$ cat config.mk
export PLATFORM = sky130hd
export DESIGN_NAME = acsl_unit
export DESIGN_NICKNAME = d
export VERILOG_FILES = /design/src/acsl_pkg.sv /design/src/acsl_unit.sv /design/src/acsl_stack.sv
export SDC_FILE = /design/constraint.sdc
export NUM_CORES = 1
export LEC_CHECK = 0
export ABC_AREA = 1
export ABC_CLOCK_PERIOD_IN_PS = 2000
export BUFFER_PORTS_ARGS = -buffer_cell sky130_fd_sc_hd__buf_2
export CAP_MARGIN = 20
export CORE_MARGIN = 5
export CORE_UTILIZATION = 40
export DETAILED_ROUTE_END_ITERATION = 8
export REMOVE_ABC_BUFFERS = 1
export SYNTH_ARGS = -nofsm -noshare
export SYNTH_HDL_FRONTEND = slang
export SYNTH_HIERARCHICAL = 1
export SYNTH_SLANG_ARGS = --single-unit
$ cat constraint.sdc
create_clock -name clk -period 2 [get_ports clk]
set_input_delay 0.1 -clock clk [delete_from_list [all_inputs] [get_ports clk]]
set_output_delay 0.1 -clock clk [all_outputs]
set_load 0.005 [all_outputs]
$ cat src/acsl_pkg.sv
package acsl_pkg;

  // ----------------------------------------------------------------
  // widths and sizes
  // ----------------------------------------------------------------
  localparam int ACC_W     = 32;
  localparam int WORD_W    = 16;
  localparam int ADDR_W    = 16;
  localparam int CNT_W     = 6;
  localparam int STK_DEPTH = 8;

  // ----------------------------------------------------------------
  // constants
  // ----------------------------------------------------------------
  localparam logic [1:0]        BE_LOW    = 2'h1;
  localparam logic [1:0]        BE_HIGH   = 2'h2;
  localparam logic [1:0]        BE_WORD   = 2'h3;
  localparam logic [CNT_W-1:0]  BITS_MAX  = 6'h20;
  localparam logic [ACC_W-1:0]  ACC_RST   = 32'h0;
  localparam logic [ADDR_W-1:0] HI_OFFSET = 16'h1;

  // ----------------------------------------------------------------
  // operations issued by the sequencer
  // ----------------------------------------------------------------
  typedef enum logic [3:0] {
    OP_NOP       = 4'h0,
    OP_LOAD      = 4'h1,
    OP_ST_WORD   = 4'h2,
    OP_ST_DBL    = 4'h3,
    OP_ST_BITS   = 4'h4,
    OP_POP       = 4'h5,
    OP_ST_IDX    = 4'h6,
    OP_ST_LOW    = 4'h7,
    OP_ST_HIGH   = 4'h8,
    OP_CONJ      = 4'h9,
    OP_CONJ_DBL  = 4'ha
  } acsl_op_e;

  typedef enum logic [2:0] {
    ST_IDLE  = 3'h0,
    ST_WR_LO = 3'h1,
    ST_WR_HI = 3'h3,
    ST_BITS  = 3'h2,
    ST_RD_LO = 3'h6,
    ST_RD_HI = 3'h7
  } acsl_state_e;

endpackage

$ cat src/acsl_unit.sv
// Notes on behaviour
// - real value always fills two consecutive words
// - store word writes acc low half, keeps acc
// - store double writes acc to two words
// - word and double stores report solve failure
// - bit field store copies 1-32 low bits
// - pop moves stack top into acc, shifts up
// - pop sets zero flag from new acc
// - indexed store writes stack low half, base+acc
// - indexed store clears acc upper half
// - back to back loads push first value
// - low byte store copies acc bits 7:0
// - high byte store copies acc bits 15:8
// - 16-bit conjunction ands acc low with word
// - 16-bit conjunction sets or clears zero flag
// - double conjunction ands acc with pair or constant
// - double conjunction sets zero and negative flags
// - flag holds until next updating operation
`timescale 1ns/100ps
`default_nettype none
module acsl_unit
#(
  parameter int DEPTH = acsl_pkg::STK_DEPTH
)
(
  input  wire logic                        clk,
  input  wire logic                        rst_n,
  input  wire logic                        ce,
  input  wire logic                        op_valid,
  input  wire acsl_pkg::acsl_op_e          op,
  input  wire logic [acsl_pkg::ADDR_W-1:0] op_addr,
  input  wire logic [acsl_pkg::CNT_W-1:0]  op_cnt,
  input  wire logic [acsl_pkg::ACC_W-1:0]  op_const,
  input  wire logic                        op_use_const,
  input  wire logic [acsl_pkg::ACC_W-1:0]  ld_data,
  input  wire logic                        solve_err,
  output logic                             op_ready,
  output logic                             op_done,
  output logic      [acsl_pkg::ACC_W-1:0]  acc,
  output logic                             zero_result_flag,
  output logic                             negative_result_flag,
  output logic                             solve_fail_flag,
  output logic                             wm_req,
  output logic                             wm_we,
  output logic      [1:0]                  wm_be,
  output logic      [acsl_pkg::ADDR_W-1:0] wm_addr,
  output logic      [acsl_pkg::WORD_W-1:0] wm_wdata,
  input  wire logic [acsl_pkg::WORD_W-1:0] wm_rdata,
  input  wire logic                        wm_rvalid,
  output logic                             bm_we,
  output logic      [acsl_pkg::ADDR_W-1:0] bm_addr,
  output logic                             bm_wdata
);
  import acsl_pkg::*;

  // ----------------------------------------------------------------
  // state
  // ----------------------------------------------------------------
  typedef struct packed {
    acsl_state_e       st;
    acsl_op_e          op;
    logic [ADDR_W-1:0] addr;
    logic [CNT_W-1:0]  cnt_m1;
    logic [CNT_W-1:0]  idx;
    logic [WORD_W-1:0] lo;
    logic              last_load;
    logic [ACC_W-1:0]  acc;
    logic              zf;
    logic              nf;
    logic              sf;
    logic              ready;
    logic              done;
    logic              wm_req;
    logic              wm_we;
    logic [1:0]        wm_be;
    logic [ADDR_W-1:0] wm_addr;
    logic [WORD_W-1:0] wm_wdata;
    logic              bm_we;
    logic [ADDR_W-1:0] bm_addr;
    logic              bm_wdata;
  } acsl_unit_s;

  acsl_unit_s         r;
  acsl_unit_s         n;
  logic               push;
  logic               pop;
  logic [ACC_W-1:0]   stk_top;
  logic [ACC_W-1:0]   res;
  logic               take;
  logic [WORD_W-1:0]  acc_lo;
  logic [WORD_W-1:0]  top_lo;
  logic [ACC_W-1:0]   conj_k;

  assign take   = ce && op_valid && (r.st == ST_IDLE);
  assign acc_lo = r.acc[WORD_W-1:0];
  assign top_lo = stk_top[WORD_W-1:0];
  assign conj_k = r.acc & op_const;

  // ----------------------------------------------------------------
  // accumulator stack
  // ----------------------------------------------------------------
  acsl_stack #(
    .DEPTH     (DEPTH)
  ) u_stack (
    .clk       (clk),
    .rst_n     (rst_n),
    .ce        (ce),
    .push      (push),
    .pop       (pop),
    .push_data (r.acc),
    .top       (stk_top)
  );

  // ----------------------------------------------------------------
  // next state
  // ----------------------------------------------------------------
  always_comb
  begin
    n        = r;
    n.done   = 1'b0;
    n.wm_req = 1'b0;
    n.bm_we  = 1'b0;
    push     = 1'b0;
    pop      = 1'b0;
    res      = r.acc;
    unique case (r.st)
      ST_IDLE:
      begin
        if (op_valid)
        begin
          n.op        = op;
          n.addr      = op_addr;
          n.idx       = '0;
          n.last_load = (op == OP_LOAD);
          n.ready     = 1'b0;
          // counts outside 1..32 are clamped to the nearest end
          if (op_cnt == '0)
            n.cnt_m1 = '0;
          else if (op_cnt > BITS_MAX)
            n.cnt_m1 = BITS_MAX - 6'h1;
          else
            n.cnt_m1 = op_cnt - 6'h1;
          unique case (op)
            OP_LOAD:
            begin
              push    = r.last_load;
              n.acc   = ld_data;
              n.zf    = (ld_data == '0);
              n.nf    = ld_data[ACC_W-1];
              n.done  = 1'b1;
              n.ready = 1'b1;
            end
            OP_POP:
            begin
              pop     = 1'b1;
              n.acc   = stk_top;
              n.zf    = (stk_top == '0);
              n.done  = 1'b1;
              n.ready = 1'b1;
            end
            OP_ST_WORD, OP_ST_LOW, OP_ST_HIGH:
            begin
              n.wm_req   = 1'b1;
              n.wm_we    = 1'b1;
              n.wm_addr  = op_addr;
              n.wm_wdata = acc_lo;
              // byte enables keep the other byte intact
              if (op == OP_ST_LOW)
                n.wm_be = BE_LOW;
              else if (op == OP_ST_HIGH)
                n.wm_be = BE_HIGH;
              else
              begin
                n.wm_be = BE_WORD;
                n.sf    = solve_err;
              end
              n.st = ST_WR_HI;
            end
            OP_ST_DBL:
            begin
              // a real value is stored this same way, low word first
              n.wm_req   = 1'b1;
              n.wm_we    = 1'b1;
              n.wm_be    = BE_WORD;
              n.wm_addr  = op_addr;
              n.wm_wdata = acc_lo;
              n.sf       = solve_err;
              n.st       = ST_WR_LO;
            end
            OP_ST_IDX:
            begin
              n.wm_req   = 1'b1;
              n.wm_we    = 1'b1;
              n.wm_be    = BE_WORD;
              n.wm_addr  = op_addr + acc_lo;
              n.wm_wdata = top_lo;
              n.acc      = {16'h0, acc_lo};
              n.st       = ST_WR_HI;
            end
            OP_ST_BITS:
              n.st = ST_BITS;
            OP_CONJ:
            begin
              n.wm_req  = 1'b1;
              n.wm_we   = 1'b0;
              n.wm_addr = op_addr;
              n.st      = ST_RD_LO;
            end
            OP_CONJ_DBL:
            begin
              if (op_use_const)
              begin
                n.acc   = conj_k;
                n.zf    = (conj_k == '0);
                n.nf    = conj_k[ACC_W-1];
                n.done  = 1'b1;
                n.ready = 1'b1;
              end
              else
              begin
                n.wm_req  = 1'b1;
                n.wm_we   = 1'b0;
                n.wm_addr = op_addr;
                n.st      = ST_RD_LO;
              end
            end
            default:
            begin
              n.done  = 1'b1;
              n.ready = 1'b1;
            end
          endcase
        end
      end
      ST_WR_LO:
      begin
        n.wm_req   = 1'b1;
        n.wm_addr  = r.wm_addr + HI_OFFSET;
        n.wm_wdata = r.acc[ACC_W-1:WORD_W];
        n.st       = ST_WR_HI;
      end
      ST_WR_HI:
      begin
        n.done  = 1'b1;
        n.ready = 1'b1;
        n.st    = ST_IDLE;
      end
      ST_BITS:
      begin
        n.bm_we    = 1'b1;
        n.bm_addr  = r.addr + {10'h0, r.idx};
        n.bm_wdata = r.acc[r.idx[4:0]];
        n.idx      = r.idx + 6'h1;
        if (r.idx == r.cnt_m1)
          n.st = ST_WR_HI;
      end
      ST_RD_LO:
      begin
        if (wm_rvalid)
        begin
          if (r.op == OP_CONJ)
          begin
            res     = {16'h0, acc_lo & wm_rdata};
            n.acc   = res;
            n.zf    = (res == '0);
            n.done  = 1'b1;
            n.ready = 1'b1;
            n.st    = ST_IDLE;
          end
          else
          begin
            n.lo      = wm_rdata;
            n.wm_req  = 1'b1;
            n.wm_addr = r.addr + HI_OFFSET;
            n.st      = ST_RD_HI;
          end
        end
      end
      ST_RD_HI:
      begin
        if (wm_rvalid)
        begin
          res     = r.acc & {wm_rdata, r.lo};
          n.acc   = res;
          n.zf    = (res == '0);
          n.nf    = res[ACC_W-1];
          n.done  = 1'b1;
          n.ready = 1'b1;
          n.st    = ST_IDLE;
        end
      end
      default:
      begin
        n.ready = 1'b1;
        n.st    = ST_IDLE;
      end
    endcase
  end

  // ----------------------------------------------------------------
  // registers
  // ----------------------------------------------------------------
  always_ff @(posedge clk or negedge rst_n)
  begin
    if (!rst_n)
    begin
      r       <= '0;
      r.ready <= 1'b1;
    end
    else if (ce)
      r <= n;
  end

  assign op_ready             = r.ready;
  assign op_done              = r.done;
  assign acc                  = r.acc;
  assign zero_result_flag     = r.zf;
  assign negative_result_flag = r.nf;
  assign solve_fail_flag      = r.sf;
  assign wm_req               = r.wm_req;
  assign wm_we                = r.wm_we;
  assign wm_be                = r.wm_be;
  assign wm_addr              = r.wm_addr;
  assign wm_wdata             = r.wm_wdata;
  assign bm_we                = r.bm_we;
  assign bm_addr              = r.bm_addr;
  assign bm_wdata             = r.bm_wdata;
endmodule
`default_nettype wire

$ cat src/acsl_stack.sv
`timescale 1ns/100ps
`default_nettype none
module acsl_stack
#(
  parameter int DEPTH = acsl_pkg::STK_DEPTH
)
(
  input  wire logic                       clk,
  input  wire logic                       rst_n,
  input  wire logic                       ce,
  input  wire logic                       push,
  input  wire logic                       pop,
  input  wire logic [acsl_pkg::ACC_W-1:0] push_data,
  output logic      [acsl_pkg::ACC_W-1:0] top
);
  import acsl_pkg::*;

  typedef struct packed {
    logic [DEPTH-1:0][ACC_W-1:0] e;
  } acsl_stk_s;

  acsl_stk_s                   r;
  acsl_stk_s                   nxt;
  logic [DEPTH-1:0][ACC_W-1:0] e_nxt;

  // ----------------------------------------------------------------
  // per level shift; push moves down, pop moves every level up
  // ----------------------------------------------------------------
  genvar g;
  generate
    for (g = 0; g < DEPTH; g++)
    begin : g_lvl
      logic [ACC_W-1:0] below;
      logic [ACC_W-1:0] above;
      if (g == 0)
      begin : g_first
        assign above = push_data;
      end
      else
      begin : g_mid
        assign above = r.e[g-1];
      end
      if (g == DEPTH-1)
      begin : g_last
        assign below = ACC_RST;
      end
      else
      begin : g_rest
        assign below = r.e[g+1];
      end
      assign e_nxt[g] = push ? above : (pop ? below : r.e[g]);
    end
  endgenerate

  always_comb
  begin
    nxt   = r;
    nxt.e = e_nxt;
  end

  always_ff @(posedge clk or negedge rst_n)
  begin
    if (!rst_n)
      r <= '0;
    else if (ce)
      r <= nxt;
  end

  assign top = r.e[0];

endmodule
`default_nettype wire

==> impl_metrics.toml, run 1 <==
[routing]
route.detailed.drc = 0
wirelength_mm = 85.0
post_drt_via_cell_ratio = 5.19
antenna_violating_nets_post_route = 0
drt_first_iter_violations = 2386
num_vias = 23888
first_pass_drt_iterations = 5
wire_per_inst_um = 18.5

[layout]
layout_filler_cell_count = 5835
post-route-util = 0.497
area_growth_syn_to_layout_pct = 23.2
finish.net_count = 3939
drive_gt1_frac = 0.160
layout.area.seq_um2 = 9990
multi_input_comb_area_um2 = 11800

[place]
hpwl_mm = 60.5
place_congestion = 0.975
portBuffers = 203

[clock_tree]
clock-root-buffer = "sky130_fd_sc_hd__clkbuf_16"
cts_made_buffers = 48
clock_path_buffers = 3
clock_tree_from_tritoncts = "done"
worst_skew_pair.late_latency_ns = 0.58
clkSlewWorstSetupHoldPaths_ns = 0.06
h-tree-depth = 2
cts_sinks = 399

[worst_setup_path]
critical_path_required_ns = 2.47
critPathCaptureType = "flop"
worstSetupStartpointType = "flop"
cp.arrival_ns = 2.50
cp_max_fo = 22
timing.reg2reg.worst_path_depth = 13
crit_slowest_cell = "sky130_fd_sc_hd__dfrtp_2"
stage_delay_of_the_slowest_cell_on_the_critical_path_ns = 0.45
worstPathCellList = "inv_2 > nand2_4 > nor2_4 > inv_2 > nor2_4 > inv_2 > nor2_4 > buf_6 > o21ai_4 > buf_12 > buf_12 > nand2_1 > nand2_1"
timing.setup.critical_path_class = "flop to flop"

[synth]
postSynthAreaPerCell_um2 = 6.77
syn-instance-count = 3510
ys_seq_area_frac = 0.420
syn-cell-area_um2 = 23800
netlist-cell-type-count = 46
synth.yosys.warnings = 6
postSynthRegisterBits = 399

[sta]
finalHoldViolations = 1
worst_hold_slack_ns = -0.0139
timing.fmax_mhz = 492
post-route-worst-setup-slack_ns = -0.0310
finalCritPeriodShare = 1.02
final-max-slew-violation-count = 0
timing.final.crit_period_ns = 2.03
tightest_slew_ns = 0.518
slew_headroom = 0.651
fin_tns_setup_ns = -0.215
report.final.setup_viol = 30
skew_ns = 0.00981
grt_setup_unrepaired = "true"

[grt]
groute.usage.overall = 0.248
initial_antenna_violation_count = 2
grt_overflow = 0
grt_pass1_wl_mm = 126
pin_count_of_the_biggest_net_entering_global_routing = 71
first_global_vias = 21626

[run]
drv_cap = 0

[floorplan]
pin_count = 204
core.rowCount = 89
dieHeight_um = 254
start_util = 0.404
core_region_area_um2 = 58900
width_of_the_die_um = 254
fp.dieArea_um2 = 64400

[run_status]
status = "complete, but fails checks"
failed_checks = "negative hold slack, negative setup slack"

[power]
power-per-cell-area_nw_per_um2 = 1010
p_leak_nw = 16.1
vdd.ir_drop.worst_uv = 667
total_power_mw = 29.6

[worst_hold_path]
worstHoldPathType = "input pin to flop"
worstHoldPathCells = 4
==> worst paths after layout <==
check                                                      startpoint                                endpoint  slack, ns
worst max-delay path                               r[142]$_DFFE_PN0P_  u_stack/g_lvl[2].below[16]$_DFFE_PN0P_      -0.03
worst min-delay path                                     op_use_const                       wm_we$_DFFE_PN0P_      -0.01
worst max register to register                     r[142]$_DFFE_PN0P_  u_stack/g_lvl[2].below[16]$_DFFE_PN0P_      -0.03
worst min register to register  u_stack/g_lvl[6].below[6]$_DFFE_PN0P_   u_stack/g_lvl[6].below[6]$_DFFE_PN0P_       0.47
max in group asynchronous                                       rst_n  u_stack/g_lvl[0].below[17]$_DFFE_PN0P_       1.17
min in group asynchronous                                       rst_n  u_stack/g_lvl[6].below[26]$_DFFE_PN0P_       0.05
==> critical path: cells and delay by family (launching register included) <==
kind	cells	cell delay, ns
AO/OA/AOI/OAI	1	0.10
AND/OR/NAND/NOR	6	0.60
flip-flops	1	0.45
buffers and inverters	6	0.74
==> cells by family after synthesis <==
group                      count (synthesis)  share of synthesized area
AOI/OAI and AO/OA                        303                     0.0756
DFF                                      399                      0.420
and+or+nand+nor                         2315                      0.383
buffers and inverters                    435                     0.0929
xor gates and xnor gates                  12                    0.00442
muxes                                     19                    0.00900
adders and majority gates                 27                     0.0148
==> metal layers <==
metal | track usage | vias to the layer above | part of all wire
met5 | 0 | - | 0.00013
met4 | 0.0841 | 2 | 0.036
met3 | 0.0647 | 159 | 0.094
met2 | 0.367 | 955 | 0.43
met1 | 0.355 | 11194 | 0.44
li1 | - | 11578 | -
==> cells in the mapped netlist (all sizes together) <==
library cell | n | area share
a211oi | 1 | 0.00032
a21boi | 1 | 0.00032
a21o | 3 | 0.00095
a21oi | 59 | 0.012
a31oi | 8 | 0.0021
and3 | 2 | 0.00053
buf | 209 | 0.057
clkbuf | 41 | 0.0065
clkinv | 3 | 0.00047
dfrtp | 398 | 0.42
dfstp | 1 | 0.0011
fa | 2 | 0.0017
ha | 25 | 0.013
inv | 182 | 0.029
mux2 | 19 | 0.0090
nand2 | 1941 | 0.31
nand3 | 116 | 0.025
nand3b | 1 | 0.00032
nand4 | 43 | 0.011
nor2 | 183 | 0.031
nor3 | 15 | 0.0038
nor4 | 7 | 0.0018
nor4b | 1 | 0.0010
o2111ai | 2 | 0.00074
o211ai | 21 | 0.0066
o21a | 2 | 0.00063
o21ai | 125 | 0.026
o21bai | 1 | 0.00032
o221ai | 18 | 0.0066
o22ai | 45 | 0.012
o32ai | 17 | 0.0063
or2 | 6 | 0.0016
xnor2 | 5 | 0.0018
xor2 | 7 | 0.0026
==> cell type report <==
class                      instances  area share
antenna                            2    0.000171
clock buffer                      69      0.0478
clock inverter                    12     0.00397
inverter                         185      0.0243
multi-input combinational       2676       0.401
sequential                       399       0.341
tap                              773      0.0330
timing repair buffer             489       0.148
==> power by group <==
part | internal, mW | total [mW] | switching, mW | leakage (nW)
logic | 4.01 | 10.4 | 6.39 | 9.95
registers | 9.27 | 10.6 | 1.33 | 5.40
clock network | 5.08 | 8.63 | 3.55 | 0.751
total | 18.4 | 29.6 | 11.3 | 16.1
==> placed cells by master, fill, tap and decap left out, drive strengths merged, types with 3 or more instances in the layout <==
cell            n
nand2        1941
buf           419
dfrtp         398
nor2          183
inv           182
o21ai         125
nand3         116
clkbuf         84
a21oi          59
dlygate4sd3    55
o22ai          45
nand4          43
ha             25
o211ai         21
mux2           19
o221ai         18
o32ai          17
nor3           15
clkinv         12
a31oi           8
nor4            7
xor2            7
or2             6
xnor2           5
a21o            3
==> per-stage QoR <==
step / hold WS (ns) / instances / setup slack, ns / area (µm²)
3_5_place_dp: 0.0851 / 4442 / 0.0143 / 26400
3_3_place_gp: 0.0833 / 4442 / 0.0326 / 26400
4_1_cts: 0.00186 / 4578 / 0.00122 / 28500
6_report: -0.0139 / 4605 / -0.0310 / 29300
5_1_grt: 0.0269 / 4603 / -0.0859 / 29300
2_1_floorplan: -0.196 / 3260 / -16.58 / 22300
==> state kept, by name, summed over array words and instances, names as in the netlist <==
signal,count
wm_req,1
wm_addr,16
bm_we,1
bm_addr,16
solve_fail_flag,1
wm_we,1
u_stack/top,32
negative_result_flag,1
r,52
wm_be,2
op_ready,1
op_done,1
wm_wdata,16
bm_wdata,1
u_stack/g_lvl.below,224
zero_result_flag,1
acc,32
==> what timing repair did <==
| action | 4_1_cts | 5_1_grt |
|---|---|---|
| resized for setup | 2 | 98 |
| setup buffers | 0 | 7 |
| cloned | 0 | 18 |
| hold endpoints to repair | 464 | 0 |
| endpoints found under the setup margin | 9 | 298 |
| pin swaps | 0 | 8 |
| hold buffers | 55 | 0 |
(Power assumes the default switching activity.)
==> run 2: changes to the inputs <==
MAX_ROUTING_LAYER = met4   (was default)
==> run 2 against run 1 <==
Against the previous run:
- the run now ends clean
- register-to-register slack better by 0.04 ns
- sequential power barely moved
- clock skew increased by 0.0084 ns
- cell count is essentially flat
- setup slack improved by 0.042 ns
- hold slack better by 0.056 ns
- count of clock-buffer cells in the layout is the same
- total power grew 1.6%
- routed wire length down 0.93%
- critical path type unchanged
==> impl_metrics.toml, run 2 (synthesis results as in run 1) <==
[floorplan]
core_region_area_um2 = 58900
pin_count = 204
width_of_the_die_um = 254
core.rowCount = 89
fp.dieArea_um2 = 64400
dieHeight_um = 254
start_util = 0.404

[grt]
grt_overflow = 0
first_global_vias = 21934
groute.usage.overall = 0.259
pin_count_of_the_biggest_net_entering_global_routing = 62
grt_pass1_wl_mm = 127
initial_antenna_violation_count = 2

[place]
portBuffers = 203
placement.setup.worst_slack_ns = -0.00754
place_congestion = 0.972
hpwl_mm = 60.9
placed_cells = 4441

[worst_hold_path]
worstHoldPathType = "input pin to flop"

[routing]
antenna_violating_nets_post_route = 0
route.detailed.drc = 0
post_drt_via_cell_ratio = 5.21
wire_per_inst_um = 18.3
num_vias = 24020
wirelength_mm = 84.2
first_pass_drt_iterations = 6
drt_first_iter_violations = 2428

[worst_setup_path]
worstSetupStartpointType = "flop"
stage_delay_of_the_slowest_cell_on_the_critical_path_ns = 0.44
crit_slowest_cell = "sky130_fd_sc_hd__dfrtp_2"
timing.setup.critical_path_class = "flop to flop"
worstPathCellList = "inv_2 > nand2_4 > nor2_4 > inv_2 > nor2_4 > inv_2 > nor2_4 > buf_12 > buf_4 > buf_12 > nand2_1 > nand2_1 > nand2_1 > nand2_1"
critical_path_required_ns = 2.53
cp.arrival_ns = 2.52
critPathCaptureType = "flop"
cp_max_fo = 18
most_frequent_cell_on_critical_path = "sky130_fd_sc_hd__nand2_1"

[layout]
drive_gt1_frac = 0.158
area_growth_syn_to_layout_pct = 22.6
layout_filler_cell_count = 5860
largest_register_ffs = 224
fin_cells = 4608
final_cell_mix = "sky130_fd_sc_hd__nand2_1 (1924), sky130_fd_sc_hd__dfrtp_1 (397), sky130_fd_sc_hd__buf_2 (202), sky130_fd_sc_hd__inv_1 (161), sky130_fd_sc_hd__nor2_1 (161)"
leading_cell_type_in_the_layout_fill_and_taps_excluded = "sky130_fd_sc_hd__nand2_1"
finish.net_count = 3933

[clock_tree]
h-tree-depth = 2
clock-root-buffer = "sky130_fd_sc_hd__clkbuf_16"
cts_sinks = 399
clock_tree_from_tritoncts = "done"
worst_skew_pair.late_latency_ns = 0.60
clock_path_buffers = 3
clkSlewWorstSetupHoldPaths_ns = 0.07
cts_made_buffers = 48

[sta]
finalCritPeriodShare = 0.994
skew_ns = 0.0182
timing.final.crit_period_ns = 1.99
final-max-slew-violation-count = 0
timing.fmax_mhz = 503
grt_setup_unrepaired = "true"
report.final.setup_viol = 0
finalHoldViolations = 0
post-route-worst-setup-slack_ns = 0.0114
tightest_slew_ns = 0.628
slew_headroom = 0.581

[run]
drv_cap = 0

[power]
p_sw_mw = 11.4
power.switching_fraction = 0.378
clockPowerShare = 0.307
power-per-cell-area_nw_per_um2 = 1030
vdd.ir_drop.worst_uv = 635
total_power_mw = 30.1
power_frac_comb = 0.340
sequential_share_of_power = 0.353
p_int_mw = 18.7
p_leak_nw = 16.0

[run_status]
status = "complete, no violations"
==> run 2: power by group through the flow <==
| stage | Clock (mW) | Sequential [mW] | Combinational [mW] |
|---|---|---|---|
| after floorplan | 0 | 10.5 | 4.84 |
| after global placement | 0 | 10.7 | 9.77 |
| after detailed placement | 0 | 10.7 | 9.80 |
| after CTS | 9.40 | 10.6 | 9.95 |
| after global routing | 9.73 | 10.7 | 11.3 |
| final | 9.24 | 10.6 | 10.2 |
==> run 2: layout make-up <==
class	count	area, µm²	share of cell area
multi-input cells	2676	11700	0.403
flip-flops and latches	399	9990	0.343
repair buffers	483	4090	0.140
clock buffers	69	1400	0.0481
well taps	773	967	0.0332
inverters	185	711	0.0244
clock inverters	21	256	0.00880
diodes	2	5.00	0.000172
==> run 2: path summary, 6_finish.rpt <==
| check | endpoint | slack, ns | start | cells after the start |
|---|---|---|---|---|
| max | u_stack/g_lvl[4].below[0]$_DFFE_PN0P_ | 0.01 | r[142]$_DFFE_PN0P_ | 14 |
| min | acc[21]$_DFFE_PN0P_ | 0.04 | ld_data[21] | 5 |
| max reg2reg | u_stack/g_lvl[4].below[0]$_DFFE_PN0P_ | 0.01 | r[142]$_DFFE_PN0P_ | 14 |
| min reg2reg | bm_addr[1]$_DFFE_PN0P_ | 0.47 | bm_addr[1]$_DFFE_PN0P_ | 2 |
| max in group asynchronous | u_stack/g_lvl[4].below[17]$_DFFE_PN0P_ | 1.16 | rst_n | 3 |
| min in group asynchronous | u_stack/g_lvl[6].below[26]$_DFFE_PN0P_ | 0.08 | rst_n | 2 |
==> run 2: what timing repair did <==
item,4_1_cts,5_1_grt
gates resized for setup,3,64
pin swaps,0,4
buffers inserted,0,6
endpoints found under the setup margin,37,285
gates cloned,0,9
hold buffers,62,0
hold endpoints to repair,475,0
==> run 2: worst max-delay path, delay by kind of cell (launching register included) <==
| family | cells | cell delay, ns |
|---|---|---|
| buf+inv | 6 | 0.74 |
| simple gates | 8 | 0.74 |
| flops | 1 | 0.44 |
==> run 2: layer usage <==
layer	track usage	part of all wire
met1	0.366	0.44
met2	0.367	0.42
met3	0.0529	0.091
met4	0.0977	0.042
met5	-	0
==> run 2: through the flow <==
| step | hold slack [ns] | util | cell area, µm² | TNS, ns |
|---|---|---|---|---|
| CTS | 0.00682 | 0.487 | 28700 | 0 |
| global route | 0.0569 | 0.495 | 29200 | -10.16 |
| global placement | 0.118 | 0.448 | 26400 | 0 |
| finish | 0.0424 | 0.495 | 29200 | 0 |
| detailed placement | 0.120 | 0.448 | 26400 | -0.00754 |
| floorplan | -0.196 | - | 22300 | -4281.16 |
